`config.mk`:
```
export PLATFORM = sky130hd
export DESIGN_NAME = boot_guard
export DESIGN_NICKNAME = d
export VERILOG_FILES = /design/src/verilog/boot_guard_pkg.sv /design/src/verilog/boot_guard.sv
export SDC_FILE = /design/constraint.sdc
export NUM_CORES = 1
export LEC_CHECK = 0
export BUFFER_PORTS_ARGS = -buffer_cell sky130_fd_sc_hd__buf_2
export CORE_ASPECT_RATIO = 1.1
export CORE_MARGIN = 4
export CORE_UTILIZATION = 45
export CTS_BUF_LIST = sky130_fd_sc_hd__clkbuf_16
export CTS_CLUSTER_DIAMETER = 200
export DETAILED_ROUTE_END_ITERATION = 8
export GPL_ROUTABILITY_DRIVEN = 0
export HOLD_SLACK_MARGIN = 0.12
export PLACE_DENSITY_LB_ADDON = 0.1
export REMOVE_ABC_BUFFERS = 1
export SYNTH_ARGS = -nofsm -noshare
export SYNTH_HDL_FRONTEND = slang
export SYNTH_SLANG_ARGS = --single-unit
```
`constraint.sdc`:
```
create_clock -name i_clk -period 3.3 [get_ports i_clk]
set_input_delay 0.165 -clock i_clk [delete_from_list [all_inputs] [get_ports i_clk]]
set_output_delay 0.165 -clock i_clk [all_outputs]
set_load 0.005 [all_outputs]
```
`src/verilog/boot_guard_pkg.sv`:
```
// Constants for boot selection and code security logic
package boot_guard_pkg;
  // Security register location in loader flash space
  localparam logic [15:0] SEC_REG_ADDR     = 16'hffff;
  // Security register field positions
  localparam int          SEC_LOCK_BIT     = 0;
  localparam int          SEC_INHIBIT_BIT  = 1;
  localparam int          SEC_ENCRYPT_BIT  = 2;
  localparam int          SEC_OSC_GAIN_BIT = 7;
  // Erased security register value
  localparam logic [7:0]  SEC_ERASED       = 8'hff;
  // Reset values
  localparam logic [1:0]  SYNC_RESET       = 2'h0;
  localparam logic [7:0]  ID_RESET         = 8'h00;
  // Top bit of the control register readback
  localparam int          CTRL_BOOT_BIT    = 7;
  // Identification codes, values arbitrary
  localparam logic [7:0]  MAKER_ID_VALUE   = 8'h5a;
  localparam logic [7:0]  PART_ID_VALUE    = 8'h3c;
  // Power-on state sequence
  typedef enum logic [1:0] {
    ST_SAMPLE,
    ST_RUN
  } boot_state_type;
endpackage : boot_guard_pkg

```
`src/verilog/boot_guard.sv`:
```
// Boot source selection and code security logic
// Operation
// - Boot main flash unless loader strap present
// - Loader boot: both port-2 straps low, or override low
// - Straps sampled only at reset, then held
// - No setting register access in programming mode
// - Security bits only clear, erase-all restores
// - Security register at loader address ffff
// - Lock zero blocks flash and setting access
// - Inhibit zero: external reads see external only
// - Internal table reads reach everything always
// - Inhibit one: no table read restriction
// - Encryption on: port 0 data encoded
// - Encryption cleared only by chip erase
// - Gain select zero gives half oscillator gain
// - Identification registers fixed, not writable
// - Control top bit reports loader boot mode
`timescale 1ns/10ps
module boot_guard
  import boot_guard_pkg::*;
(
  // Clock and reset
  input  wire logic        i_clk,
  input  wire logic        i_resetn,
  // Strap pins from the board
  input  wire logic        i_boot_strap_a,
  input  wire logic        i_boot_strap_b,
  input  wire logic        i_boot_strap_override,
  // Programmer side of the security register
  input  wire logic        i_programming_mode,
  input  wire logic        i_sec_write,
  input  wire logic [15:0] i_sec_addr,
  input  wire logic        i_loader_space,
  input  wire logic [7:0]  i_sec_wdata,
  input  wire logic        i_erase_all,
  // Core access requests
  input  wire logic        i_fetch_external,
  input  wire logic        i_table_read_internal,
  input  wire logic        i_flash_access_req,
  input  wire logic        i_setting_access_req,
  input  wire logic [7:0]  i_port0_data,
  // Boot and protection results
  output logic             o_loader_boot_mode,
  output logic             o_boot_from_loader,
  output logic [7:0]       o_ctrl_readback,
  output logic [7:0]       o_security_reg,
  output logic             o_lock_active,
  output logic             o_flash_access_grant,
  output logic             o_setting_access_grant,
  output logic             o_table_read_internal_ok,
  output logic             o_encrypt_enable,
  output logic [7:0]       o_port0_out,
  output logic             o_osc_half_gain,
  output logic [7:0]       o_maker_id,
  output logic [7:0]       o_part_id
);

  // Key-scrambling function for port 0, applied only when enabled
  function automatic logic [7:0] encode_byte(input logic [7:0] d);
    encode_byte = {d[0], d[7:1]} ^ 8'ha5;
  endfunction : encode_byte

  // Reset release through two flip-flops
  logic [1:0] rst_sync_q;
  always_ff @(posedge i_clk or negedge i_resetn) begin
    if (!i_resetn) begin
      rst_sync_q <= SYNC_RESET;
    end else begin
      rst_sync_q <= {rst_sync_q[0], 1'b1};
    end
  end
  logic rst_n;
  assign rst_n = rst_sync_q[1];

  // Two-stage synchronisers on the pin inputs
  logic [2:0] strap_m_q, strap_s_q;
  always_ff @(posedge i_clk or negedge i_resetn) begin
    if (!i_resetn) begin
      strap_m_q <= 3'h7;
      strap_s_q <= 3'h7;
    end else begin
      strap_m_q <= {i_boot_strap_override, i_boot_strap_b, i_boot_strap_a};
      strap_s_q <= strap_m_q;
    end
  end

  // Boot state: sample once after reset release, then hold
  boot_state_type state_q, state_d;
  logic           loader_q, loader_d;
  always_comb begin
    state_d  = state_q;
    loader_d = loader_q;
    unique case (state_q)
      ST_SAMPLE: begin
        // Pin change later never alters the boot choice
        loader_d = (!strap_s_q[0] && !strap_s_q[1])
                   || !strap_s_q[2];
        state_d  = ST_RUN;
      end
      ST_RUN: begin
        loader_d = loader_q;
      end
    endcase
  end
  always_ff @(posedge i_clk or negedge rst_n) begin
    if (!rst_n) begin
      state_q  <= ST_SAMPLE;
      loader_q <= 1'b0;
    end else begin
      state_q  <= state_d;
      loader_q <= loader_d;
    end
  end

  // Security register: bits only fall; erase-all restores the erased value
  logic [7:0] sec_q, sec_d;
  logic       sec_hit;
  assign sec_hit = i_sec_write && i_loader_space
                   && (i_sec_addr == SEC_REG_ADDR);
  always_comb begin
    sec_d = sec_q;
    if (i_erase_all) begin
      sec_d = SEC_ERASED;
    end else if (sec_hit && !i_programming_mode
                 && sec_q[SEC_LOCK_BIT]) begin
      sec_d = sec_q & i_sec_wdata;
    end
  end
  // Flash-backed, so starts erased; no protection when erased
  always_ff @(posedge i_clk or negedge rst_n) begin
    if (!rst_n) begin
      sec_q <= SEC_ERASED;
    end else begin
      sec_q <= sec_d;
    end
  end

  // Registered outputs derived from the protection state
  logic       lock_d, flash_ok_d, setting_ok_d, tbl_ok_d, enc_d, half_d;
  logic [7:0] p0_d, ctrl_d;
  always_comb begin
    lock_d       = !sec_q[SEC_LOCK_BIT];
    flash_ok_d   = i_flash_access_req && !lock_d;
    setting_ok_d = i_setting_access_req && !lock_d
                   && !i_programming_mode;
    // Internal code may always read; external only if inhibit is one
    tbl_ok_d     = !i_fetch_external
                   || sec_q[SEC_INHIBIT_BIT];
    enc_d        = !sec_q[SEC_ENCRYPT_BIT];
    p0_d         = enc_d ? encode_byte(i_port0_data)
                         : i_port0_data;
    half_d       = !sec_q[SEC_OSC_GAIN_BIT];
    ctrl_d       = 8'h00;
    ctrl_d[CTRL_BOOT_BIT] = loader_q;
  end
  always_ff @(posedge i_clk or negedge rst_n) begin
    if (!rst_n) begin
      o_loader_boot_mode       <= 1'b0;
      o_boot_from_loader       <= 1'b0;
      o_ctrl_readback          <= 8'h00;
      o_security_reg           <= SEC_ERASED;
      o_lock_active            <= 1'b0;
      o_flash_access_grant     <= 1'b0;
      o_setting_access_grant   <= 1'b0;
      o_table_read_internal_ok <= 1'b1;
      o_encrypt_enable         <= 1'b0;
      o_port0_out              <= 8'h00;
      o_osc_half_gain          <= 1'b0;
      o_maker_id               <= ID_RESET;
      o_part_id                <= ID_RESET;
    end else begin
      o_loader_boot_mode       <= loader_q;
      o_boot_from_loader       <= loader_q;
      o_ctrl_readback          <= ctrl_d;
      o_security_reg           <= sec_q;
      o_lock_active            <= lock_d;
      o_flash_access_grant     <= flash_ok_d;
      o_setting_access_grant   <= setting_ok_d;
      o_table_read_internal_ok <= tbl_ok_d && i_table_read_internal;
      o_encrypt_enable         <= enc_d;
      o_port0_out              <= p0_d;
      o_osc_half_gain          <= half_d;
      o_maker_id               <= MAKER_ID_VALUE;
      o_part_id                <= PART_ID_VALUE;
    end
  end

  // Checks next to the logic
  a_boot_held: assert property (@(posedge i_clk) disable iff (!rst_n)
    state_q == ST_RUN |=> $stable(loader_q))
    else $error("boot mode changed after sampling");
  a_boot_strap: assert property (@(posedge i_clk) disable iff (!rst_n)
    state_q == ST_SAMPLE |=> loader_q ==
      ((!$past(strap_s_q[0]) && !$past(strap_s_q[1]))
       || !$past(strap_s_q[2])))
    else $error("boot choice does not follow straps");
  a_sec_monotone: assert property (@(posedge i_clk) disable iff (!rst_n)
    !i_erase_all |=> (sec_q & ~$past(sec_q)) == 8'h00)
    else $error("security bit rose without erase");
  a_erase_restore: assert property (@(posedge i_clk) disable iff (!rst_n)
    i_erase_all |=> sec_q == SEC_ERASED)
    else $error("erase-all did not restore register");
  a_lock_blocks: assert property (@(posedge i_clk) disable iff (!rst_n)
    !sec_q[SEC_LOCK_BIT] |=> !o_flash_access_grant
      && !o_setting_access_grant)
    else $error("access granted while locked");
  a_prog_denied: assert property (@(posedge i_clk) disable iff (!rst_n)
    i_programming_mode |=> !o_setting_access_grant)
    else $error("setting access in programming mode");
  a_table_ext: assert property (@(posedge i_clk) disable iff (!rst_n)
    i_fetch_external && !sec_q[SEC_INHIBIT_BIT] |=>
      !o_table_read_internal_ok)
    else $error("external table read reached internal flash");
  a_table_int: assert property (@(posedge i_clk) disable iff (!rst_n)
    !i_fetch_external && i_table_read_internal |=>
      o_table_read_internal_ok)
    else $error("internal table read refused");
  a_osc_gain: assert property (@(posedge i_clk) disable iff (!rst_n)
    ##1 o_osc_half_gain == !$past(sec_q[SEC_OSC_GAIN_BIT]))
    else $error("oscillator gain wrong");
  a_ctrl_boot: assert property (@(posedge i_clk) disable iff (!rst_n)
    ##1 o_ctrl_readback[CTRL_BOOT_BIT] == $past(loader_q))
    else $error("control readback boot bit wrong");

endmodule : boot_guard

```
==> results, run 1 <==
- The number of buffers between clock root and the deepest sink is 2.
- The analysis attributes to cell leakage a power of about 1.1 nW.
- Headroom to the max-slew limit came out at around a third.
- The number of antenna violations at the first check in global routing is 0.
- The worst-case IR drop observed on VDD is 436 uV.
- For the worst setup path, the data required time is 3.50 ns.
- The most common cell in the synthesized netlist is sky130_fd_sc_hd__buf_4.
- The post-synthesis cell type with the largest combined area is sky130_fd_sc_hd__dfstp_2.
- The classification of the worst-slack hold path is input port to register.
- Once the clock tree was built, the resizer swapped 0 gates to a different size.
- The startpoint type of the worst setup path is an input port.
- The root buffer cell chosen for the clock tree is sky130_fd_sc_hd__clkbuf_16.
- The net count of the finished layout is about 250.
- Counting the fill cells in the layout gives 271.
- The number of DRC markers in iteration 0 is 33.
- Input and output buffers added on the ports amount to 77.
- The internal portion of the total power is about 0.00086 W.
- The completed layout was analyzed and its total power is 0.00108 W.
- The count of state elements after synthesis is 42.
- After clock tree synthesis, the setup repair step added 0 buffers.
- The number of different library cells used by synthesis comes to 22.
- The number of endpoints with negative hold slack in the final report came to 0.
- The signal on the critical path passes through dlygate4sd3_1, buf_2, nand4b_1, nor3_2, a21oi_1, a311o_1.
- The first detailed-routing pass ran for 2 iterations.
- The total number of H-tree levels is 2.
- The die height is approximately 70 um.
- The critical-path maximum fanout is 3.
- The number of global-route vias before repair is 1143.
- The synthesized design contains 0 enable-type register cells.
- By area the synthesized netlist is led by sky130_fd_sc_hd__dfstp_2 39%, sky130_fd_sc_hd__dfrtp_1 31%, sky130_fd_sc_hd__buf_4 12%.
- The detailed router placed roughly 1100 vias in this run.
- The sequential-to-total area share from yosys stat is a little over two thirds.
- Entering global routing, the biggest net connects 28 pins.
- At the later pin of the worst-skew pair, clock insertion delay measures 0.28 ns.
- STA classifies the critical path endpoint as a register.
- The startpoint-to-endpoint class of the critical path is input port to register.
- Setup repair after global routing left no endpoint under its margin.
- Of the total power, combinational logic draws between 7 and 8%.
- The synthesized cell area is approximately 1500 um^2.
- In this run, placement finished with an instance count of ~220.
- The maximum single-stage delay on the critical path is between 0.5 and 0.6 ns.
- By count the netlist is led by 24 x sky130_fd_sc_hd__buf_4, 23 x sky130_fd_sc_hd__dfstp_2, 19 x sky130_fd_sc_hd__dfrtp_1.
- For the final database, setup skew stands at about 0.0046 ns.
- The TritonCTS clock tree is done.
- Timing analysis after detailed placement gives a worst setup slack of 1.88 ns.
- Setup violations remaining at the end of the flow were counted as 0.
- The core region is roughly 3300 um^2.
- Once detail routing completed, the nets flagged for antenna violations numbered 0.
- The post-detailed-route wirelength per cell is 11.5 um.
- The final period utilization is 45.3%.
- Of the cells placed in the final design, the portion with a size suffix greater than 1 is 57.1%.
- For this design the ratio of total power to cell area is between 400 and 500 nW/um^2.
- The HPWL after detailed placement is 2120 um.
- The area growth from synthesis to final layout is 42.5%.
- For this run, the number of Yosys warnings is 0.
- The count of final max-slew check failures is 0.
- The post-detailed-route DRC marker count is 0.
- The top-level I/O count is between 90 and 100.
- For the final routed database, the setup TNS stands at 0 ns.
- The share of total power dissipated in sequential elements is 50.6%.
- Global routing consumed, over all layers together, roughly 14% of the routing resources.
- The relative contribution of the clock network to total power is a little over two fifths.
- For this run the aggregate overflow at the end of global routing stands at 0.
- The area taken by flip-flops and latches is 1080 um^2.
- The final routed wirelength across all metal layers is roughly 2900 um.
- The number of standard cells in the final layout excluding fillers is between 200 and 300.
- The transition time at the pin with the least slew margin is 1.03 ns.
- Dividing the detail-routed via count by the number of cells gives 4.24.
- The full die area is 4440 um^2.
- The initial utilization of the core area, before any placement, comes to 46.4%.
- In the final layout, the multi-input gates occupy 323 um^2.
- The worst-case hold slack is between 0.1 and 0.15 ns.
- The top cell type's share of synthesized area is 39.1%.
- The instance count of the mapped netlist is about 110.
- The family of cells with the greatest summed delay on the critical path is buffers and inverters.
- After synthesis, the share of flip-flops with an asynchronous set or reset is 100%.
- The total inserted antenna cells is 0.
- The net switching power figure is ~0.00022 W.
- The most used flip-flop cell after synthesis is sky130_fd_sc_hd__dfstp_2.
- The synthesized area divided by synthesized cell count is roughly 14 um^2.
- The site row count is 22.
- The buffers plus inverters on the worst setup path is 2.
- Once routing completed, OpenROAD measured the worst setup slack at between 1.5 and 2 ns.
- The arrival time of the worst setup path is between 1.5 and 2 ns.
- The run finished with clean final reports.
- For this design, the slowest cell found on the critical path is sky130_fd_sc_hd__dlygate4sd3_1.
- The first global-routing pass estimated around 4700 um of wire.
- Clock-pin slew was measured on the worst setup and hold paths at 0.05 ns.
- The clock drives between 40 and 50 sinks.
- The max capacitance violation total is 0.
- Net switching is between 20% and 30% of the power.
- The die width is approximately 64 um.
- The number of CTS-inserted buffers is 5.
- After layout, the minimum clock period comes to around 1.5 ns.
- The highest attainable clock frequency is ~670 MHz.
==> path summary, 6_finish.rpt <==
check | slack (ns) | startpoint | cells past startpoint | endpoint
setup / recovery | 1.80 | i_programming_mode | 6 | sec_q[0]
setup reg to reg | 1.84 | sec_q[2] | 2 | o_port0_out[5]
hold reg to reg | 0.35 | rst_sync_q[0] | 0 | rst_sync_q[1]
max in group asynchronous | 2.09 | rst_sync_q[1] | 1 | sec_q[3]
hold / removal | 0.13 | i_sec_wdata[2] | 2 | sec_q[2]
min in group asynchronous | 0.25 | i_resetn | 2 | rst_sync_q[1]
==> kinds of logic (layout without fill, tap and decap cells) <==
logic type	count (synthesis)	in the layout	share of synthesized area (%)
AOI/OAI and AO/OA	15	15	7.04
buffers and inverters	30	109	13.1
DFF	42	42	69.9
muxes	5	5	3.64
other	2	18	0.486
and+or+nand+nor	14	14	5.83
==> routing by layer <==
layer / global-route usage [%] / vias to the layer above / part of all wire (%)
met1: 13.6 / 494 / 34
met3: 4.86 / 4 / 11
met4: 8.63 / 0 / 1.9
met5: 0 / - / 0
li1: - / 509 / -
met2: 25.7 / 57 / 53
==> power groups by stage <==
stage	sequential (W)	combinational, W	clock (W)
after floorplan	0.000557	0.0000133	0
after global placement	0.000554	0.0000637	0
after detailed placement	0.000555	0.0000652	0
after CTS	0.000547	0.0000821	0.000468
after global routing	0.000549	0.0000913	0.000495
final	0.000546	0.0000821	0.000450
==> through the flow <==
stage,utilization (%),cell area (um^2)
after floorplan,-,1420
after detailed placement,56.2,1870
after global routing,66.1,2200
final,66.1,2200
after global placement,56.2,1870
after CTS,66.1,2200
==> placed cells by master, fill, tap and decap left out, drive strengths merged <==
cell         count
buf             78
dfstp           23
dlygate4sd3     19
dfrtp           19
conb            18
o22a             7
mux2             5
clkbuf           5
inv              4
o21ai            4
nand4            4
nand2            3
a21oi            2
nor2             2
clkinv           2
and2             1
nor3b            1
a21boi           1
nand4b           1
nor3             1
a311o            1
nand3b           1
clkinvlp         1
==> repair_timing <==
| item | 4_1_cts | 5_1_grt |
|---|---|---|
| endpoints found under the hold margin | 23 | 0 |
| hold buffers | 19 | 0 |
| endpoints found under the setup margin | 0 | 0 |
==> layout make-up <==
cell class              count  share of cell area (%)
multi-input cells          52                    14.7
repair buffers             97                    26.5
clock inverters             3                   0.739
inverters                   4                   0.682
well taps                  48                    2.73
clock buffers               5                    5.68
flip-flops and latches     42                    49.0
Note: power is estimated with default switching activity, not from simulation.
==> run 2, diff against run 1 <==
- CORE_UTILIZATION: 45 -> 42
- clock period: 3.3 -> 1.55 ns (I/O delays scaled with it)
==> run 2 against run 1 <==
Compared with the run above:
- count of clock-buffer cells in the layout did not move
- utilization up 1.1 points
- register-to-register slack lost 1.8 ns
- total power up 130%
- combinational power increased by 140%
- setup slack worse by 1.7 ns
- die area increased by 6.3%
- sequential share of layout area shrank 2.4 points
- clock skew fell by 0.0012 ns
- clock power rose to 2.5 times the previous value
==> results, run 2 (synthesis gave the netlist of run 1 again) <==
- The flow ran to the end, and the final reports show no timing, DRC or antenna violations.
- The largest net degree at the start of global routing is 14 (-50%).
- The standard cell core area was 3440 um^2 (+3.3%).
- The number of clock sinks is 42 (unchanged).
- The number of CTS-inserted buffers was 5 (unchanged).
- The overall track demand over capacity in global routing is 13.7% (-0.55 points).
- The residual overflow from global routing is 0 (unchanged).
- The startpoint-to-endpoint class of the critical path is register to register.
- The post-CTS repair timing setup buffer count is 0 (unchanged).
- The largest clock skew in the final design is 0.00338 ns (-0.00120 ns).
- The net count of the finished layout was 256 (+3.6%).
- Leaving out fill and tap cells, the most frequent cell in the layout is sky130_fd_sc_hd__buf_2.
- The leakage power figure is 1.14 nW (+5.2%).
- The count of final max-slew check failures is 0 (unchanged).
- The post-detailed-route wirelength per cell is 11.4 um (-1.3%).
- Clock tree synthesis selected as its root buffer the cell sky130_fd_sc_hd__clkbuf_16.
- The die height is 71.6 um (+3.1%).
- The post-DP HPWL was 2210 um (+4.0%).
- The worst voltage drop across the vdd grid came to 535 uV (+23%).
- The number of global-route vias before repair was 1150 (+0.61%).
- The arrival time of the worst setup path is 1.62 ns (-0.08 ns).
- The highest attainable clock frequency is 684 MHz.
- The post-detailed-route DRC marker count is 0 (unchanged).
- The clock transition at the register clock pins on the worst setup and hold paths after CTS came to 0.06 ns (about the same).
- The global-route wire length before repair is 4930 um (+4.2%).
- The final setup violation count is 0 (unchanged).
- The final standard cell area without fillers was 2310 um^2 (+5.1%).
- The number of optimization iterations in the first detailed-route pass was 3 (+1).
- Relative to the synthesized area, the layout overhead comes to 49.7%.
- The critical-path maximum fanout is 13 (+10).
- The detail-routed via count per cell was 4.21 (-0.74%).
- The number of antenna violations at the first check in global routing is 0 (unchanged).
- The instance area at placement is 1880 um^2 (+0.40%).
- The site row count is 22 (unchanged).
- The power density normalized to cell area is 1070 nW/um^2 (+120%).
- The worst path uses between 90% and 100% of the clock period.
- The top-level I/O count is 93 (unchanged).
- The total inserted antenna cells came to 0 (unchanged).
- The number of buffers between clock root and the deepest sink is 2 (unchanged).
- The total number of H-tree levels is 2 (unchanged).
- The number of endpoints with negative hold slack in the final report is 0 (unchanged).
- The TritonCTS clock tree is done.
- The total number of vias is 1094 (+2.8%).
- The full die area came to 4710 um^2 (+6.3%).
- The worst setup path is launched from a register.
- The final routed wirelength across all metal layers is 2960 um (+2.2%).
- The die width is 65.8 um (+3.1%).
- The number of buffers added on ports came to 77 (unchanged).
- The share of final-layout standard cells stronger than drive strength 1 is 55.7% (-1.5 points).
- The starting density of the core is 44.9% (-1.5 points).
- The critical path data required time came to 1.71 ns (-1.79 ns).
- The top cell types in the final layout, fill and taps aside, are 77 x sky130_fd_sc_hd__buf_2, 27 x sky130_fd_sc_hd__dlygate4sd3_1, 23 x sky130_fd_sc_hd__dfstp_2.
- The smallest clock period supported by the final layout is computed as around 1.5 ns.
- Setup repair after global routing left no endpoint under its margin.
- The later-pin clock latency in the skew report is 0.27 ns (about the same).
- The type of destination of the critical path is a register.
- The number of DRC markers in iteration 0 is 31 (-6.1%).
- The number of antenna-violating nets in the routed design is 0 (unchanged).
- The max capacitance violation total was 0 (unchanged).
- The final sum of negative setup slack came to 0 ns (unchanged).
- The worst hold path belongs to the class input port to register.
run 2: changes by cell type in the layout (fill, tap and decap cells not counted), sizes merged:
cell and change:
buf +1, dlygate4sd3 +8, bufinv +1, clkinvlp -1
run 2: worst paths after layout:
kind | start | to | slack [ns] | depth (start not counted)
setup / recovery | sec_q[2] | o_port0_out[2] | 0.09 | 2
hold reg to reg | rst_sync_q[1] | o_part_id[2] | 0.20 | 0
setup reg to reg | sec_q[2] | o_port0_out[2] | 0.09 | 2
hold / removal | i_erase_all | sec_q[0] | 0.15 | 2
min in group asynchronous | i_resetn | rst_sync_q[1] | 0.16 | 2
max in group asynchronous | rst_sync_q[1] | o_security_reg[2] | 0.74 | 1
run 2: worst max-delay path, stage by stage (launching register included):
cell                            delay (ns)
sky130_fd_sc_hd__dfstp_2              0.67
sky130_fd_sc_hd__o21ai_0              0.12
sky130_fd_sc_hd__dlygate4sd3_1        0.56
run 2: timing repair:
item,4_1_cts,5_1_grt
endpoints found under the hold margin,30,0
resized for setup,0,0
endpoints found under the setup margin,0,0
hold buffers,27,0
run 2: where the power goes:
part | total (W) | leakage, nW | switching [W] | internal, W
Combinational | 0.000199 | 0.587 | 0.0000772 | 0.000122
Sequential | 0.00116 | 0.470 | 0.0000161 | 0.00114
Clock | 0.00113 | 0.0836 | 0.000375 | 0.000752
Total | 0.00248 | 1.14 | 0.000469 | 0.00201
run 2: metal layers:
| metal | up-vias | wire length, um | track usage [%] |
|---|---|---|---|
| li1 | 527 | - | - |
| met1 | 497 | 1020 | 14.8 |
| met2 | 66 | 1590 | 25.3 |
| met3 | 4 | 307 | 3.76 |
| met4 | 0 | 37 | 4.84 |
| met5 | - | 0 | 0 |
run 2: layout make-up:
type	count	area (um^2)
timing repair buffer	106	671
clock inverter	3	40.0
multi-input combinational	52	323
fill	269	1130
sequential	42	1080
tap	48	60.1
inverter	4	15.0
clock buffer	5	125
run 2: per-stage QoR:
stage / hold slack [ns] / power, W / utilization, % / std cells / setup WS [ns]
after detailed placement: -0.0776 / 0.00132 / 54.6 / 225 / 0.142
after floorplan: -0.218 / 0.00121 / - / 98 / 0.210
final: 0.155 / 0.00248 / 67.2 / 260 / 0.0873
after global routing: 0.169 / 0.00260 / 67.2 / 260 / 0.0259
after global placement: -0.0839 / 0.00132 / 54.6 / 225 / 0.169
after CTS: 0.156 / 0.00253 / 67.2 / 260 / 0.0889
==> run 3, diff against run 2 <==
- clock period: 1.55 -> 1.63 ns (I/O delays scaled with it)
==> run 3 against run 2 <==
Compared with the run above:
- utilization increased by 0.29 points
- count of clock-buffer cells in the layout stayed put
- total power down 12%
- cell area grew 0.43%
- sequential cell count is the same
- non-clock buffer count increased by 3
- sequential power down 5%
- global-route usage rose by 0.056 points
- cell count is 1.2% higher
- combinational power is 4% lower
- critical path type unchanged
==> results, run 3 (synthesis gave the netlist of run 1 again) <==
- The post-DP HPWL is 2230 um (+0.90%).
- The share of power burned in combinational logic came to 8.8% (+0.8 points).
- The total number of vias is 1123 (+2.7%).
- The worst reg-to-reg setup slack is 0.14 ns (+0.05 ns).
- The largest net degree at the start of global routing is 14 (unchanged).
- The power share of the sequential group is 50.1% (+3.5 points).
- The type of destination of the critical path is a register.
- The capture instance of the worst register-to-register path is o_port0_out[7].
- The share of final-layout standard cells stronger than drive strength 1 is 54.9% (-0.78 points).
- The standard cell core area came to 3440 um^2 (unchanged).
- The number of DRC markers in iteration 0 was 31 (unchanged).
- The tree is rooted in a sky130_fd_sc_hd__clkbuf_16.
- The length in cells of the worst reg-to-reg path is 4 (+2).
- The startpoint type of the worst setup path is a register.
- The count of final max-slew check failures is 0 (unchanged).
- The startpoint identified for the worst register-to-register timing path is sec_q[2].
- TritonCTS built the clock tree.
- The power density normalized to cell area is 944 nW/um^2 (-12%).
- The number of buffers added on ports is 77 (unchanged).
- The final sum of negative setup slack is 0 ns (unchanged).
- The number of antenna-violating nets in the routed design was 0 (unchanged).
- The top cell types in the final layout, fill and taps aside, are 77 x sky130_fd_sc_hd__buf_2, 28 x sky130_fd_sc_hd__dlygate4sd3_1, 23 x sky130_fd_sc_hd__dfstp_2.
- The post-detailed-route DRC marker count is 0 (unchanged).
- The die height is 71.6 um (unchanged).
- The fraction of the core area covered by cells at the end of the flow was 67.5% (+0.29 points).
- The final routed wirelength across all metal layers came to 3110 um (+5.0%).
- The area growth from synthesis to layout is 50.4%.
- The leakage power figure is 1.15 nW (+0.69%).
- The site row count is 22 (unchanged).
- The global-route wire length before repair came to 4860 um (-1.4%).
- The overall track demand over capacity in global routing is 13.8% (+0.056 points).
- The most frequent standard cell in the layout excluding fill and tap cells is sky130_fd_sc_hd__buf_2.
- For hold timing, the worst endpoint is sec_q[0].
- The number of antenna violations at the first check in global routing is 0 (unchanged).
- The count of filler cells inserted in the layout came to 266 (-1.1%).
- The net switching power figure came to 0.000440 W (-6.2%).
- The clock transition at the register clock pins on the worst setup and hold paths after CTS is 0.06 ns (about the same).
- The number of endpoints with negative hold slack in the final report is 0 (unchanged).
- The final setup violation count is 0 (unchanged).
- The startpoint-to-endpoint class of the critical path is register to register.
- The full die area is 4710 um^2 (unchanged).
- The starting density of the core is 44.9% (unchanged).
- The top-level I/O count came to 93 (unchanged).
- The final period utilization is 91.6% (-2.7 points).
- The arrival time of the worst setup path came to 1.64 ns (+0.02 ns).
- The relative contribution of the clock network to total power is 41.1% (-4.3 points).
- The highest attainable clock frequency is 669 MHz (-2.1%).
- The post-cts resize count is 0 (unchanged).
- The net switching fraction of the power is 20.0% (+1.2 points).
- The critical path data required time is 1.78 ns (+0.07 ns).
- The max capacitance violation total is 0 (unchanged).
- The number of CTS-inserted buffers is 5 (unchanged).
- The total inserted antenna cells is 0 (unchanged).
- The worst voltage drop across the vdd grid is 499 uV (-6.6%).
- Setup repair after global routing left no endpoint under its margin.
- The total number of H-tree levels was 2 (unchanged).
- The later-pin clock latency in the skew report is 0.27 ns (about the same).
- The detail-routed via count per cell was 4.27 (+1.5%).
- The number of clock sinks is 42 (unchanged).
- The number of global-route vias before repair is 1151 (+0.087%).
- The critical-path maximum fanout is 5 (-8).
- The hold path startpoint is i_erase_all.
- The residual overflow from global routing came to 0 (unchanged).
- The post-detailed-route wirelength per cell is 11.8 um (+3.8%).
- The worst hold path depth is 2 (unchanged).
- The largest clock skew in the final design came to 0.00381 ns (+0.000435 ns).
- The number of buffers between clock root and the deepest sink was 2 (unchanged).
- The worst hold path belongs to the class input port to register.
- The final critical path time including I/O delays and setup is 1.49 ns (+0.0311 ns).
- The instance area at placement was 1880 um^2 (unchanged).
- The net count of the finished layout is 259 (+1.2%).
- The number of optimization iterations in the first detailed-route pass is 2 (-1).
- The flow ran to the end, and the final reports show no timing, DRC or antenna violations.
- The internal power contribution came to 0.00175 W (-13%).
- The die width was 65.8 um (unchanged).
- The setup slack of the critical path after layout was 0.136 ns (+0.0489 ns).
- The final standard cell area without fillers is 2320 um^2 (+0.43%).
- The worst-case setup slack after placement came to 0.200 ns (+0.0578 ns).
==> run 3: power groups by stage <==
stage	logic, W	registers, W	clock network, W
finish	0.000192	0.00110	0.000902
global route	0.000214	0.00110	0.000969
CTS	0.000193	0.00110	0.000925
detailed placement	0.000141	0.00112	0
global placement	0.000138	0.00111	0
floorplan	0.0000269	0.00113	0
==> run 3: cell type report <==
class	count	area, um^2	area share (%)
flip-flops and latches	42	1080	46.5
repair buffers	109	708	30.5
clock buffers	5	125	5.39
clock inverters	3	12.5	0.539
well taps	48	60.1	2.58
inverters	4	15.0	0.646
multi-input cells	52	323	13.9
==> run 3: worst max path at each step <==
stage / start / end / cells after the start / slack (ns)
2_1_floorplan: sec_q[0] / sec_q[0] / 4 / 0.29
3_3_place_gp: sec_q[0] / sec_q[0] / 4 / 0.25
3_5_place_dp: sec_q[0] / sec_q[0] / 4 / 0.20
4_1_cts: sec_q[2] / o_port0_out[7] / 4 / 0.05
5_1_grt: sec_q[2] / o_port0_out[7] / 4 / 0.09
6_report: sec_q[2] / o_port0_out[7] / 4 / 0.14
==> run 3: metal layers <==
layer  GRT usage [%]  part of all wire (%)
met3            3.45                   9.7
met2            25.5                    54
met4            6.91                   1.2
met1            14.1                    35
met5               0                     0
==> run 3: critical path, cell delays in order (launching register included) <==
cell and delay, ns:
sky130_fd_sc_hd__dfstp_2 0.60, sky130_fd_sc_hd__inv_1 0.08, sky130_fd_sc_hd__nor2_1 0.09, sky130_fd_sc_hd__a21oi_1 0.04, sky130_fd_sc_hd__dlygate4sd3_1 0.56
==> run 3: metrics by stage <==
step	total power [W]	hold WS, ns	cells
final	0.00219	0.168	263
after global routing	0.00229	0.174	263
after CTS	0.00222	0.164	261
after detailed placement	0.00126	-0.0728	225
after global placement	0.00125	-0.0798	225
after floorplan	0.00115	-0.214	98
==> run 3: repair_timing <==
action / 4_1_cts / 5_1_grt
hold endpoints to repair: 30 / 0
endpoints found under the setup margin: 0 / 1
hold buffers: 28 / 0
buffers inserted: 0 / 2
